--- src/hdl/rcs_pkg.sv ---
// ==========================================================
// reset sequencer constants
package rcs_pkg;
    // timing
    localparam int CLK_HZ          = 50_000_000;
    localparam int POWERUP_DELAY_TIMER_TIME_MS    = 72;
    localparam int POWERUP_DELAY_TIMER_CYC        = POWERUP_DELAY_TIMER_TIME_MS * (CLK_HZ / 1000);
    localparam int BOR_MIN_TIME_US = 100;
    localparam int BOR_MIN_CYC     = BOR_MIN_TIME_US * (CLK_HZ / 1_000_000);
    localparam int OST_CYC         = 1024;
    localparam int POR_DLY_CYC     = 64;
    // configuration word fields
    localparam int         CFG_OSC_LSB = 0;
    localparam int         CFG_POWERUP_DELAY_TIMER_EN = 3;
    localparam int         CFG_BOR_EN  = 6;
    localparam int         CFG_PAR_EN  = 7;
    localparam logic [1:0] OSC_RC      = 2'h3;
    // apb register map
    localparam logic [11:0] ADDR_CAUSE  = 12'h000;
    localparam logic [11:0] ADDR_STATUS = 12'h004;
    localparam logic [11:0] ADDR_SEQ    = 12'h008;
    // power_reset_cause fields
    localparam int         CAUSE_BOR = 0;
    localparam int         CAUSE_POR = 1;
    localparam int         CAUSE_PER = 2;
    localparam int         CAUSE_MIR = 7;
    localparam logic [2:0] CAUSE_RST = 3'h4;
    // status fields and watchdog_expiry/powerdown codes
    localparam int         ST_TOPD_LSB = 3;
    localparam logic [7:0] STATUS_RST  = 8'h18;
    localparam logic [1:0] TOPD_POR    = 2'h3;
    localparam logic [1:0] TOPD_WRST   = 2'h1;
    localparam logic [1:0] TOPD_WWAKE  = 2'h0;
    localparam logic [1:0] TOPD_SLEEP  = 2'h2;
    // program counter and sfr init values
    localparam logic [12:0] PC_RESET   = 13'h0000;
    localparam logic [12:0] PC_IRQ_VEC = 13'h0004;
    localparam logic [7:0]  OPTION_INIT = 8'hff;
    localparam logic [7:0]  TRIS_INIT   = 8'hff;
    localparam logic [7:0]  INTCON_INIT = 8'h00;
    localparam logic [2:0]  PIN_RST     = 3'h4;

    typedef enum logic [2:0] {
        ST_POR_DLY  = 3'b000,
        ST_BOR_HOLD = 3'b001,
        ST_POWERUP_DELAY_TIMER     = 3'b010,
        ST_OST      = 3'b011,
        ST_WAIT_MC  = 3'b100,
        ST_RUN      = 3'b101,
        ST_SLEEP    = 3'b110,
        ST_WAKE_OST = 3'b111
    } rcs_state_type;

    typedef enum logic [2:0] {
        K_POR      = 3'b000,
        K_BOR      = 3'b001,
        K_MASTER_CLEAR_PIN_RUN = 3'b010,
        K_MASTER_CLEAR_PIN_SLP = 3'b011,
        K_WDT_RST  = 3'b100,
        K_WDT_WAKE = 3'b101,
        K_IRQ_WAKE = 3'b110,
        K_PARITY   = 3'b111
    } rcs_kind_type;
endpackage

--- src/hdl/rcs_tmr_if.sv ---
`timescale 1ns/1ps
// ==========================================================
// timer control bundle
interface rcs_tmr_if;
    logic clear;
    logic run;
    logic done;
    modport ctl (output clear, output run, input done);
    modport tmr (input clear, input run, output done);
endinterface

--- src/hdl/rcs_timer.sv ---
`timescale 1ns/1ps
// ==========================================================
// saturating delay counter, done after LIMIT run cycles
module rcs_timer #(
    parameter int LIMIT = 16
) (
    // clock and reset
    input wire logic pclk,
    input wire logic presetn,
    // control
    rcs_tmr_if.tmr   t
);
    localparam int             W   = $clog2(LIMIT + 1);
    localparam logic [W-1:0]   LIM = W'(LIMIT);

    logic [W-1:0] cnt;
    logic [W-1:0] next_cnt;

    // count up while running, hold at limit
    always_comb begin
        next_cnt = cnt;
        if (t.clear) begin
            next_cnt = '0;
        end else if (t.run && cnt != LIM) begin
            next_cnt = cnt + 1'b1;
        end
    end

    always_ff @(posedge pclk or negedge presetn) begin
        if (!presetn) begin
            cnt <= '0;
        end else begin
            cnt <= next_cnt;
        end
    end

    assign t.done = (cnt == LIM);
endmodule

--- src/hdl/rcs_seq.sv ---
`timescale 1ns/1ps
module rcs_seq
    import rcs_pkg::*;
#(
    parameter int POWERUP_DELAY_TIMER_CYCLES = rcs_pkg::POWERUP_DELAY_TIMER_CYC,
    parameter int BOR_CYCLES  = rcs_pkg::BOR_MIN_CYC
) (
    // clock and reset
    input  wire logic        pclk,
    input  wire logic        presetn,
    // apb slave
    input  wire logic [11:0] paddr,
    input  wire logic        psel,
    input  wire logic        penable,
    input  wire logic        pwrite,
    input  wire logic [31:0] pwdata,
    output logic      [31:0] prdata,
    output logic             pready,
    output logic             pslverr,
    // pins
    input  wire logic        por_pulse,
    input  wire logic        brownout_low,
    input  wire logic        master_clear_n,
    // core side
    input  wire logic [13:0] cfg_word,
    input  wire logic        wdt_expire,
    input  wire logic        sleep_req,
    input  wire logic        irq_wake,
    input  wire logic        global_irq_enable,
    input  wire logic [12:0] pc_now,
    input  wire logic        fetch_valid,
    input  wire logic [13:0] fetch_word,
    input  wire logic [1:0]  fetch_parity,
    // sequencer outputs
    output logic             core_reset,
    output logic             core_halt,
    output logic             pc_load,
    output logic      [12:0] pc_value,
    output logic             sfr_init,
    output logic      [7:0]  option_init,
    output logic      [7:0]  tris_init,
    output logic      [7:0]  intcon_init
);
    import rcs_pkg::*;

    // ==========================================================
    // pin synchronisers
    logic [2:0] s1, s2, s3, pins;
    logic [2:0] next_pins;

    // a change counts once stages two and three agree
    always_comb begin
        next_pins = (s2 & s3) | (pins & (s2 | s3));
    end

    always_ff @(posedge pclk or negedge presetn) begin
        if (!presetn) begin
            s1   <= PIN_RST;
            s2   <= PIN_RST;
            s3   <= PIN_RST;
            pins <= PIN_RST;
        end else begin
            s1   <= {master_clear_n, brownout_low, por_pulse};
            s2   <= s1;
            s3   <= s2;
            pins <= next_pins;
        end
    end

    logic por_lvl, low_lvl, master_clear_pin_low;
    assign por_lvl  = pins[0];
    assign low_lvl  = pins[1];
    assign master_clear_pin_low = !pins[2];

    // ==========================================================
    // configuration decode
    logic bor_en, powerup_delay_timer_en, par_en, xtal;
    assign bor_en  = cfg_word[CFG_BOR_EN];
    assign powerup_delay_timer_en = cfg_word[CFG_POWERUP_DELAY_TIMER_EN];
    assign par_en  = cfg_word[CFG_PAR_EN];
    assign xtal    = cfg_word[CFG_OSC_LSB +: 2] != OSC_RC;

    // ==========================================================
    // delay timers
    rcs_tmr_if por_t ();
    rcs_tmr_if powerup_delay_timer_t ();
    rcs_tmr_if ost_t ();
    rcs_tmr_if bor_t ();

    rcs_timer #(.LIMIT(POR_DLY_CYC)) u_por  (.pclk(pclk), .presetn(presetn), .t(por_t));
    rcs_timer #(.LIMIT(POWERUP_DELAY_TIMER_CYCLES)) u_powerup_delay_timer (.pclk(pclk), .presetn(presetn), .t(powerup_delay_timer_t));
    rcs_timer #(.LIMIT(OST_CYC))     u_ost  (.pclk(pclk), .presetn(presetn), .t(ost_t));
    rcs_timer #(.LIMIT(BOR_CYCLES))  u_bor  (.pclk(pclk), .presetn(presetn), .t(bor_t));

    rcs_state_type state, next_state;

    // timer run and clear from state, power-on timer also from the por pin, brown-out timer from bor_en and the low pin
    always_comb begin
        por_t.run    = (state == ST_POR_DLY) && !por_lvl;
        por_t.clear  = (state != ST_POR_DLY) || por_lvl;
        powerup_delay_timer_t.run   = (state == ST_POWERUP_DELAY_TIMER);
        powerup_delay_timer_t.clear = (state != ST_POWERUP_DELAY_TIMER);
        ost_t.run    = (state == ST_OST) || (state == ST_WAKE_OST);
        ost_t.clear  = !ost_t.run;
        bor_t.run    = bor_en && low_lvl;
        bor_t.clear  = !(bor_en && low_lvl);
    end

    // ==========================================================
    // fetch parity check
    logic [6:0] even_bits, odd_bits;
    logic       par_err;

    always_comb begin
        for (int i = 0; i < 7; i++) begin
            even_bits[i] = fetch_word[2 * i];
            odd_bits[i]  = fetch_word[2 * i + 1];
        end
    end

    // even bit over even data, inverted odd bit over odd data
    assign par_err = par_en && fetch_valid &&
                     ((fetch_parity[0] ^ (^even_bits)) ||
                      (!fetch_parity[1] ^ (^odd_bits)));

    logic bor_evt;
    assign bor_evt = bor_t.done;

    // ==========================================================
    // sequencer and register state
    logic [2:0]    cause, next_cause;
    logic [7:0]    status, next_status;
    logic [12:0]   pc_tgt, next_pc_tgt;
    rcs_kind_type  kind, next_kind;
    logic          evt;
    rcs_kind_type  evt_kind;
    logic          next_pc_load, next_sfr_init;
    logic [31:0]   next_prdata, rd_word;
    logic          wr_en, mapped;

    // after the power-on delay or brown-out hold, where to go
    function automatic rcs_state_type after_delay(input logic pw, input logic xt);
        if (pw) begin
            after_delay = ST_POWERUP_DELAY_TIMER;
        end else if (xt) begin
            after_delay = ST_OST;
        end else begin
            after_delay = ST_WAIT_MC;
        end
    endfunction

    // reset event detection, highest priority first
    always_comb begin
        evt      = 1'b0;
        evt_kind = K_POR;
        if (por_lvl) begin
            evt = 1'b1;
        end else if (bor_evt) begin
            evt      = 1'b1;
            evt_kind = K_BOR;
        end else if (state == ST_RUN) begin
            evt = master_clear_pin_low || wdt_expire || par_err;
            if (master_clear_pin_low) begin
                evt_kind = K_MASTER_CLEAR_PIN_RUN;
            end else if (wdt_expire) begin
                evt_kind = K_WDT_RST;
            end else begin
                evt_kind = K_PARITY;
            end
        end else if (state == ST_SLEEP || state == ST_WAKE_OST) begin
            evt = master_clear_pin_low || (state == ST_SLEEP && (wdt_expire || irq_wake));
            if (master_clear_pin_low) begin
                evt_kind = K_MASTER_CLEAR_PIN_SLP;
            end else if (wdt_expire) begin
                evt_kind = K_WDT_WAKE;
            end else begin
                evt_kind = K_IRQ_WAKE;
            end
        end
    end

    // apb decode
    assign mapped = (paddr == ADDR_CAUSE) || (paddr == ADDR_STATUS) ||
                    (paddr == ADDR_SEQ);
    assign wr_en  = psel && penable && pwrite && mapped;
    assign pready = 1'b1;
    assign pslverr = psel && penable && !mapped;

    // read mux, bit 7 of cause mirrors the configuration
    always_comb begin
        rd_word = 32'h0000_0000;
        case (paddr)
            ADDR_CAUSE: begin
                rd_word[CAUSE_MIR] = par_en;
                rd_word[2:0]       = cause;
            end
            ADDR_STATUS: rd_word[7:0] = status;
            ADDR_SEQ:    rd_word[7:0] = {1'b0, kind, 1'b0, state};
            default:     rd_word = 32'h0000_0000;
        endcase
    end

    // next values of all control state
    always_comb begin
        next_state    = state;
        next_cause    = cause;
        next_status   = status;
        next_pc_tgt   = pc_tgt;
        next_kind     = kind;
        next_pc_load  = 1'b0;
        next_sfr_init = 1'b0;
        next_prdata   = (psel && !penable) ? rd_word : prdata;
        // software writes, hardware events below win
        if (wr_en && paddr == ADDR_CAUSE) begin
            next_cause = pwdata[2:0];
        end
        if (wr_en && paddr == ADDR_STATUS) begin
            next_status = {pwdata[7:5], status[4:3], pwdata[2:0]};
        end
        // sequence steps
        case (state)
            ST_POR_DLY: begin
                if (por_t.done) begin
                    next_state = after_delay(powerup_delay_timer_en, xtal);
                end
            end
            ST_BOR_HOLD: begin
                if (!low_lvl) begin
                    next_state = after_delay(powerup_delay_timer_en, xtal);
                end
            end
            ST_POWERUP_DELAY_TIMER: begin
                if (powerup_delay_timer_t.done) begin
                    next_state = xtal ? ST_OST : ST_WAIT_MC;
                end
            end
            ST_OST: begin
                if (ost_t.done) begin
                    next_state = ST_WAIT_MC;
                end
            end
            ST_WAIT_MC: begin
                if (!master_clear_pin_low) begin
                    next_state   = ST_RUN;
                    next_pc_load = 1'b1;
                end
            end
            ST_RUN: begin
                if (sleep_req) begin
                    next_state = ST_SLEEP;
                end
            end
            ST_SLEEP: begin
                next_state = ST_SLEEP;
            end
            ST_WAKE_OST: begin
                if (ost_t.done) begin
                    next_state   = ST_RUN;
                    next_pc_load = 1'b1;
                end
            end
            default: next_state = ST_POR_DLY;
        endcase
        // reset and wake events
        if (evt) begin
            next_kind   = evt_kind;
            next_pc_tgt = PC_RESET;
            case (evt_kind)
                K_POR: begin
                    next_state            = ST_POR_DLY;
                    next_cause[CAUSE_POR] = 1'b0;
                    next_cause[CAUSE_PER] = 1'b1;
                    next_status = {3'h0, TOPD_POR, status[2:0]};
                end
                K_BOR: begin
                    next_state            = ST_BOR_HOLD;
                    next_cause[CAUSE_BOR] = 1'b0;
                    next_cause[CAUSE_PER] = 1'b1;
                    next_cause[CAUSE_POR] = cause[CAUSE_POR];
                    next_status = {3'h0, TOPD_POR, status[2:0]};
                end
                K_MASTER_CLEAR_PIN_RUN: begin
                    next_state  = ST_WAIT_MC;
                    next_status = {3'h0, status[4:0]};
                end
                K_MASTER_CLEAR_PIN_SLP: begin
                    next_state  = ST_WAIT_MC;
                    next_status = {3'h0, TOPD_SLEEP, status[2:0]};
                end
                K_WDT_RST: begin
                    next_state  = ST_WAIT_MC;
                    next_status = {3'h0, TOPD_WRST, status[2:0]};
                end
                K_PARITY: begin
                    next_state            = ST_WAIT_MC;
                    next_cause[CAUSE_PER] = 1'b0;
                    next_status = {status[7:5], TOPD_SLEEP, status[2:0]};
                end
                K_WDT_WAKE, K_IRQ_WAKE: begin
                    next_state  = xtal ? ST_WAKE_OST : ST_RUN;
                    next_pc_load = !xtal;
                    next_pc_tgt = pc_now + 13'h0001;
                    if (evt_kind == K_IRQ_WAKE && global_irq_enable) begin
                        next_pc_tgt = PC_IRQ_VEC;
                    end
                    next_status = {status[7:5],
                                   (evt_kind == K_IRQ_WAKE) ? TOPD_SLEEP : TOPD_WWAKE,
                                   status[2:0]};
                end
                default: next_state = ST_WAIT_MC;
            endcase
            // wake-ups leave special registers alone
            next_sfr_init = evt_kind != K_WDT_WAKE && evt_kind != K_IRQ_WAKE &&
                            evt_kind != K_PARITY;
        end
    end

    always_ff @(posedge pclk or negedge presetn) begin
        if (!presetn) begin
            state       <= ST_POR_DLY;
            cause       <= CAUSE_RST;
            status      <= STATUS_RST;
            pc_tgt      <= PC_RESET;
            kind        <= K_POR;
            prdata      <= 32'h0000_0000;
            core_reset  <= 1'b1;
            core_halt   <= 1'b0;
            pc_load     <= 1'b0;
            pc_value    <= PC_RESET;
            sfr_init    <= 1'b1;
        end else begin
            state       <= next_state;
            cause       <= next_cause;
            status      <= next_status;
            pc_tgt      <= next_pc_tgt;
            kind        <= next_kind;
            prdata      <= next_prdata;
            core_reset  <= !(next_state inside {ST_RUN, ST_SLEEP, ST_WAKE_OST});
            core_halt   <= next_state inside {ST_SLEEP, ST_WAKE_OST};
            pc_load     <= next_pc_load;
            pc_value    <= next_pc_load ? next_pc_tgt : pc_value;
            sfr_init    <= next_sfr_init;
        end
    end

    // fixed initial images for the core's special registers
    assign option_init = OPTION_INIT;
    assign tris_init   = TRIS_INIT;
    assign intcon_init = INTCON_INIT;
endmodule

--- config.mk ---
export PLATFORM = sky130hd
export DESIGN_NAME = rcs_seq
export DESIGN_NICKNAME = d
export VERILOG_FILES = /design/src/hdl/rcs_pkg.sv /design/src/hdl/rcs_tmr_if.sv /design/src/hdl/rcs_timer.sv /design/src/hdl/rcs_seq.sv
export SDC_FILE = /design/constraint.sdc
export NUM_CORES = 1
export LEC_CHECK = 0
export ABC_AREA = 1
export BUFFER_PORTS_ARGS = -buffer_cell sky130_fd_sc_hd__buf_4
export CORE_MARGIN = 5
export CORE_UTILIZATION = 50
export CTS_CLUSTER_DIAMETER = 50
export CTS_CLUSTER_SIZE = 8
export DETAILED_ROUTE_END_ITERATION = 12
export PLACE_DENSITY_LB_ADDON = 0.05
export SYNTH_ARGS = -nofsm -noshare
export SYNTH_HDL_FRONTEND = slang
export SYNTH_HIERARCHICAL = 1
export SYNTH_SLANG_ARGS = --single-unit
--- constraint.sdc ---
create_clock -name pclk -period 2.55 [get_ports pclk]
set_input_delay 0 -clock pclk [delete_from_list [all_inputs] [get_ports pclk]]
set_output_delay 0 -clock pclk [all_outputs]
set_load 0.02 [all_outputs]
==> results of run 1 <==
state kept, by name, indices dropped and copies added (netlist names):
register	cells
u_bor/cnt	13
pc_value	13
prdata	8
u_por/cnt	7
s3	3
core_halt	1
s1	3
status	8
cause	3
pc_tgt	13
u_ost/cnt	11
pc_load	1
s2	3
kind	3
pins	3
u_powerup_delay_timer/cnt	22
state	3
sfr_init	1
core_reset	1
worst max path at each step:
stage | depth (start not counted) | to | slack (ns) | from
2_1_floorplan | 19 | pc_value[7] | 0.11 | u_bor/cnt[0]
3_3_place_gp | 18 | pc_value[12] | 0.07 | u_bor/cnt[0]
3_5_place_dp | 18 | pc_value[2] | 0.03 | u_bor/cnt[0]
4_1_cts | 18 | pc_value[2] | 0.02 | u_bor/cnt[0]
5_1_grt | 19 | pc_value[4] | 0.009 | u_bor/cnt[0]
6_report | 18 | pc_value[4] | 0.20 | u_bor/cnt[0]
through the flow:
step                      instance area, µm²  total power [mW]  setup slack [ns]
after detailed placement                8580              2.48            0.0269
after floorplan                         8010              2.33             0.114
after CTS                               9290              4.81            0.0210
final                                   9320              4.77             0.197
after global routing                    9320              4.97           0.00888
after global placement                  8580              2.47            0.0700
layer usage:
metal  vias to the layer above  track usage  routed length, µm
li1                       3566            -                  -
met5                         -            0                  0
met4                         0       0.0627                187
met2                       164        0.340               8590
met1                      3193        0.274               8510
met3                        17       0.0461                934
power breakdown:
group / internal (mW) / leakage [nW] / switching (mW)
logic: 0.178 / 3.06 / 0.307
clock network: 1.45 / 0.273 / 0.852
registers: 1.95 / 1.62 / 0.0271
area by class of cell:
| cell class | count | area, µm² |
|---|---|---|
| fill | 1427 | 5940 |
| multi-input combinational | 818 | 4060 |
| sequential | 120 | 3010 |
| timing repair buffer | 126 | 1000 |
| clock buffer | 22 | 454 |
| inverter | 111 | 427 |
| tap | 211 | 264 |
| clock inverter | 10 | 105 |
critical path, stage by stage (launching register included):
cell and delay (ns):
dfrtp_1 0.37, inv_1 0.10, ha_1 0.15, nand2_1 0.06, nor3_2 0.15, nand3_2 0.15, inv_2 0.11, inv_1 0.07
nand3_2 0.10, nand2_4 0.09, nand2_4 0.08, nand2_4 0.07, nor2_8 0.11, inv_4 0.05, o21ai_2 0.11, nand2_2 0.11
buf_6 0.19, nand3_1 0.11, nand2_2 0.05
cell families after synthesis:
group	count (synthesis)	share of synthesized area
flip-flops	120	0.385
XOR/XNOR	25	0.0280
AO/OA/AOI/OAI	54	0.0420
buffers and inverters	183	0.123
adder cells (fa/ha/maj)	12	0.0182
multiplexers	1	0.00144
AND/OR/NAND/NOR	677	0.402
other	2	0.000959
cell usage after synthesis, drive strengths merged (2+ instances only):
master / instances
ha: 9
or2: 5
nand3b: 3
xor2: 20
nand4: 36
xnor2: 5
and2: 3
buf: 65
maj3: 3
o221ai: 2
nor3: 12
o21bai: 4
nand3: 111
nor2: 117
dfrtp: 111
dfstp: 9
a221oi: 2
o21ai: 31
nand2: 386
clkinv: 3
a31oi: 4
inv: 108
clkbuf: 7
conb: 2
a21oi: 4
nor3b: 2
repair_timing:
action / 4_1_cts / 5_1_grt
hold buffers: 15 / 0
gates resized for setup: 0 / 6
endpoints found under the setup margin: 0 / 25
endpoints found under the hold margin: 108 / 0
==> results.md, run 1 <==
- Area growth, synth to finish: 19.0%
- Layout Utilization: 0.611
- Vias post-DR: 6940
- WP data arrival: 2.67 ns
- Die width: 135 µm
- WHS Path Cells: 5
- First-pass GRT wire length: 30.9 mm
- Antenna Diode Count: 0
- Pwr dens: 511 nW/µm²
- Antenna violations before repair: 0
- CP Max Fanout: 13
- Inst Count DP: 1371
- Global-route usage over all layers: 0.207
- Mapped Area: 7830 µm²
- Num CTS Buffers: 17
- Number of synthesized flops with an enable pin: 0
- WHS: 0.0229 ns
- FF-to-FF setup slack: 0.20 ns
- Post-Syn Instances: 1074
- Synth top area cells: dfrtp_1, nand2_1, nand3_1
- Status: completed
- Mean Syn Cell Area: 7.29 µm²
- Min-delay src: pwrite
- Worst Tran Pin Value: 0.596 ns
- Yosys reg bits: 120
- HPWL after DPL: 13.5 mm
- Postcts setup bufs: 0
- Synth warnings: 6
- Post-Layout Cell Count: 1418
- Clock skew: 0.0133 ns
- Leakage power: 4.95 nW
- Unrepaired setup endpoints after global routing: no
- DRC: 0
- PortBufs: 90
- Remaining antenna violation count: 0
- Total Routed Length: 18.2 mm
- Final worst-path cycle share: 0.923
- Setup_tns: 0 ns
- Ys async rst share: 1.00
- Startpoint types: register
- WHS Endpoint: status[2]
- CTS tree: built
- Die footprint: 18300 µm²
- Setup CP Type: register to register
- Die Ht: 135 µm
- Max IR drop VDD: 0.449 mV
- Fin. Hold Viols: 0
- Share of the synthesized area in the top cell type: 0.355
- FF-to-FF Start: u_bor/cnt[0]
- Min Tclk post-route: 2.35 ns
- Post-synth top area cell: dfrtp_1
- Number of global-route vias before repair: 6622
- Clk sinks: 120
- Most frequent cells in the layout: nand2_1, dfrtp_1, buf_4
- Max-slew violations: 0
- Initial Util: 0.513
- Clock transition at path regs: 0.05 ns
- Top_reg_cell synth: dfrtp_1
- Clock Tree Buf Depth: 2
- Cell variety after synth: 56
- Max-cap violations: 0
- H-tree levels: 4
- Root Driver: clkbuf_16
- Setup crit end kind: register
- Register area share after synthesis: 0.385
- Iter 0 DRT Violations: 471
- Slew headroom: 0.601
- Routed vias/inst: 4.89
- Min-Delay Path Class: input pin to register
- Avg WL per Cell: 12.8 µm
- Clk_lat worst skew: 0.42 ns
- Reg2Reg Depth: 18
- Router iterations before antenna repair: 7
- Global route overflow: 0
- Commonest non-fill, non-tap cell in the layout: nand2_1
- Share of cells above drive strength 1: 0.181
- Critical Path RT: 2.87 ns
- R2R Path End: pc_value[4]
- Final setup viols: 0
- Core Region: 15300 µm²
- Final nets: 1303
- Core Rows: 45
- GP Congestion: 0.903
- Largest net degree at the start of global routing: 59
- F_max: 425 MHz
- I/O pin count: 175
Note: power is estimated with default switching activity, not from simulation.
==> inputs of run 2 (changes only) <==
- CORE_UTILIZATION: 50 -> 49
- SYNTH_HIERARCHICAL: 1 -> not set
==> run 2 against run 1 <==
Against the previous run: critical endpoint unchanged; die area decreased by 10%; global-route usage shrank 1.1 points; area after synthesis is 13% lower; largest cell class unchanged; flip-flop and latch count unchanged; sequential power is essentially flat; clock skew fell by 0.0046 ns; count of clock-buffer cells in the layout fell by 5; fmax grew 1.3%; clock power up 6%; via count down 14%; power rose by 2.3%; setup slack better by 0.029 ns.
==> results.md, run 2 <==
- Cell variety after synth: 44 (-21%)
- CP Depth: 15 (-3)
- Min-Delay Path Class: input pin to register
- Die Ht: 128 µm (-5.3%)
- WHS Path Cells: 6 (+1)
- Mapped Area: 6820 µm² (-13%)
- Root Driver: clkbuf_16
- Pwr Total: 4.88 mW (+2.3%)
- FF-to-FF Start: u_bor.cnt[0]
- Count leader, synth: nand2_1
- Leakage power: 4.21 nW (-15%)
- Yosys reg bits: 120 (unchanged)
- Max IR drop VDD: 0.440 mV (-2.1%)
- Antenna violations before repair: 0 (unchanged)
- Cell family with most CP delay: simple AND/OR/NAND/NOR gates
- Router iterations before antenna repair: 5 (-2)
- Synth warnings: 0 (-6)
- Worst Setup EP: pc_value[4]
- Status: completed
- Max-slew violations: 0 (unchanged)
- Number of synthesized flops with an enable pin: 0 (unchanged)
- Die footprint: 16400 µm² (-10%)
- Final setup viols: 0 (unchanged)
- Pwr dens: 582 nW/µm² (+14%)
- Setup crit end kind: register
- Mean Syn Cell Area: 7.55 µm² (+3.5%)
- Slowest CP cell: dfrtp_1
- Unrepaired setup endpoints after global routing: no
- Register area share after synthesis: 0.442 (+0.0572)
- Commonest non-fill, non-tap cell in the layout: nand2_1
- Num CTS Buffers: 17 (unchanged)
- Share of cells above drive strength 1: 0.161 (-0.0195)
- Most frequent cells in the layout: nand2_1, inv_1, dfrtp_1
- Most used cell, CP: nand2_1
- Global route overflow: 0 (unchanged)
- Clock transition at path regs: 0.06 ns (about the same)
- Crit path cell chain: inv_1, ha_1, nand3_1, nor2_1, nand3_2, nand2_1, nand3_2, nand2_2, nand2_4, nand2_1, o21ai_2, nand2_4, nand2_4, nand2_1, nand2_1
- Critical path startpoint: u_bor.cnt[0]
- I/O pin count: 175 (unchanged)
- Die width: 128 µm (-5.3%)
- Commonest cells post-synth: nand2_1, inv_1, dfrtp_1
- First-pass GRT wire length: 26.2 mm (-15%)
- Antenna Diode Count: 0 (unchanged)
- Largest Register: u_powerup_delay_timer.cnt
- Postcts setup bufs: 0 (unchanged)
- Clk sinks: 120 (unchanged)
- Core Region: 13800 µm² (-9.7%)
- Total Routed Length: 15.7 mm (-14%)
- GP Congestion: 0.863 (-4.5%)
- Area growth, synth to finish: 22.8%
- CP max stage delay: 0.39 ns (+0.02 ns)
- Slew headroom: 0.609 (+0.00750)
- Worst path bufs/invs: 1 (-4)
- F_max: 430 MHz (+1.3%)
- Vias post-DR: 5981 (-14%)
- Iter 0 DRT Violations: 254 (-46%)
- Min Tclk post-route: 2.32 ns (-0.0292 ns)
- Remaining antenna violation count: 0 (unchanged)
- Avg WL per Cell: 12.8 µm (-0.40%)
- Post-synth top area cell: dfrtp_1
- Routed vias/inst: 4.89 (about the same)
- Setup_tns: 0 ns (unchanged)
- CP Max Fanout: 18 (+5)
- PortBufs: 90 (unchanged)
- Global-route usage over all layers: 0.196 (-0.0107)
- Share of the synthesized area in the top cell type: 0.407 (+0.0527)
- Startpoint types: register
- Fin. Hold Viols: 0 (unchanged)
- Worst Tran Pin Value: 0.584 ns (-0.0112 ns)
- Final nets: 1139 (-13%)
- Number of global-route vias before repair: 5814 (-12%)
- WP data arrival: 2.64 ns (-0.03 ns)
- Clock skew: 0.00872 ns (-0.00458 ns)
- R2R Path End: pc_value[4]
- DRC: 0 (unchanged)
- Final worst-path cycle share: 0.911 (-0.0114)
- Synth top area cells: dfrtp_1, nand2_1, inv_1
- HPWL after DPL: 11.7 mm (-13%)
- Reg2Reg Depth: 15 (-3)
- Clk_lat worst skew: 0.42 ns (about the same)
- Max reg flops: 22 (unchanged)
- CTS tree: built
- Clock Tree Buf Depth: 2 (unchanged)
- Core Rows: 43 (-4.4%)
- Initial Util: 0.495 (-0.0182)
- Max-cap violations: 0 (unchanged)
- H-tree levels: 4 (unchanged)
- Top_reg_cell synth: dfrtp_1
- Largest net degree at the start of global routing: 58 (-1.7%)
- FF-to-FF setup slack: 0.23 ns (+0.03 ns)
- Setup CP Type: register to register
- Post-Syn Instances: 903 (-16%)
- Final non-filler cell area: 8370 µm² (-10%)
- Critical Path RT: 2.86 ns (about the same)
- Placement-stage cell area: 7540 µm² (-12%)
- Ys async rst share: 1.00 (unchanged)
[run 2: cell types whose count changed after synthesis, sizes merged, moves of 13 or more]
cell	delta
a21oi	+39
nor2	-19
nand3	-36
o21ai	+25
nor3	+21
nand2	-165
nand4	-17
xor2	-13
[run 2: where the power goes]
part	switching [mW]	internal [mW]	leakage (nW)
sequential	0.0273	1.95	1.61
combinational	0.283	0.174	2.31
clock	0.966	1.48	0.295
[run 2: cell type report]
class	count	area, µm²
inverter	120	450
multi-input combinational	650	3100
tap	180	225
timing repair buffer	121	976
clock inverter	15	180
fill	1296	5400
sequential	120	3010
clock buffer	17	425
[run 2: tightest hold or removal path, stage by stage]
cell and delay, ns:
buf_4 0.10, nand2_1 0.06, nand3_1 0.09, nor2_1 0.04, nand2_1 0.05, nand2_1 0.06
[run 2: how the worst min path moves through the flow]
stage / from / endpoint / slack [ns]
4_1_cts: pc_now[3] / pc_tgt[3] / 0.02
5_1_grt: pc_now[2] / pc_tgt[2] / 0.06
2_1_floorplan: presetn / cause[0] / -0.30
3_3_place_gp: presetn / u_bor.cnt[9] / 0.06
3_5_place_dp: presetn / u_bor.cnt[7] / 0.05
6_report: pc_now[3] / pc_tgt[3] / 0.02
[run 2: what timing repair did]
item                                   4_1_cts  5_1_grt
setup endpoints to repair                    0        6
hold buffers                                22        0
endpoints found under the hold margin       68        0
resized for setup                            0        1
[run 2: cell families after synthesis]
| logic type | Yosys count | share of synthesized area |
|---|---|---|
| xor+xnor | 11 | 0.0141 |
| compound gates | 114 | 0.0918 |
| fa+ha+maj | 12 | 0.0209 |
| other cells | 2 | 0.00110 |
| flops | 120 | 0.442 |
| simple gates | 464 | 0.301 |
| buf+inv | 180 | 0.129 |
[run 2: through the flow]
step | worst slack [ns] | instances | hold slack [ns] | util
after floorplan | 0.623 | 950 | -0.296 | -
after global placement | 0.258 | 1169 | 0.0551 | 0.548
after detailed placement | 0.221 | 1169 | 0.0514 | 0.548
after CTS | 0.182 | 1223 | 0.0191 | 0.608
after global routing | 0.0000731 | 1223 | 0.0616 | 0.608
final | 0.226 | 1223 | 0.0244 | 0.608
[run 2: metal layers]
layer	part of all wire	track usage	up-vias
met3	0.051	0.0567	14
met2	0.49	0.330	121
met4	0.011	0.0543	0
li1	-	-	3085
met1	0.45	0.247	2761
met5	0	0	-
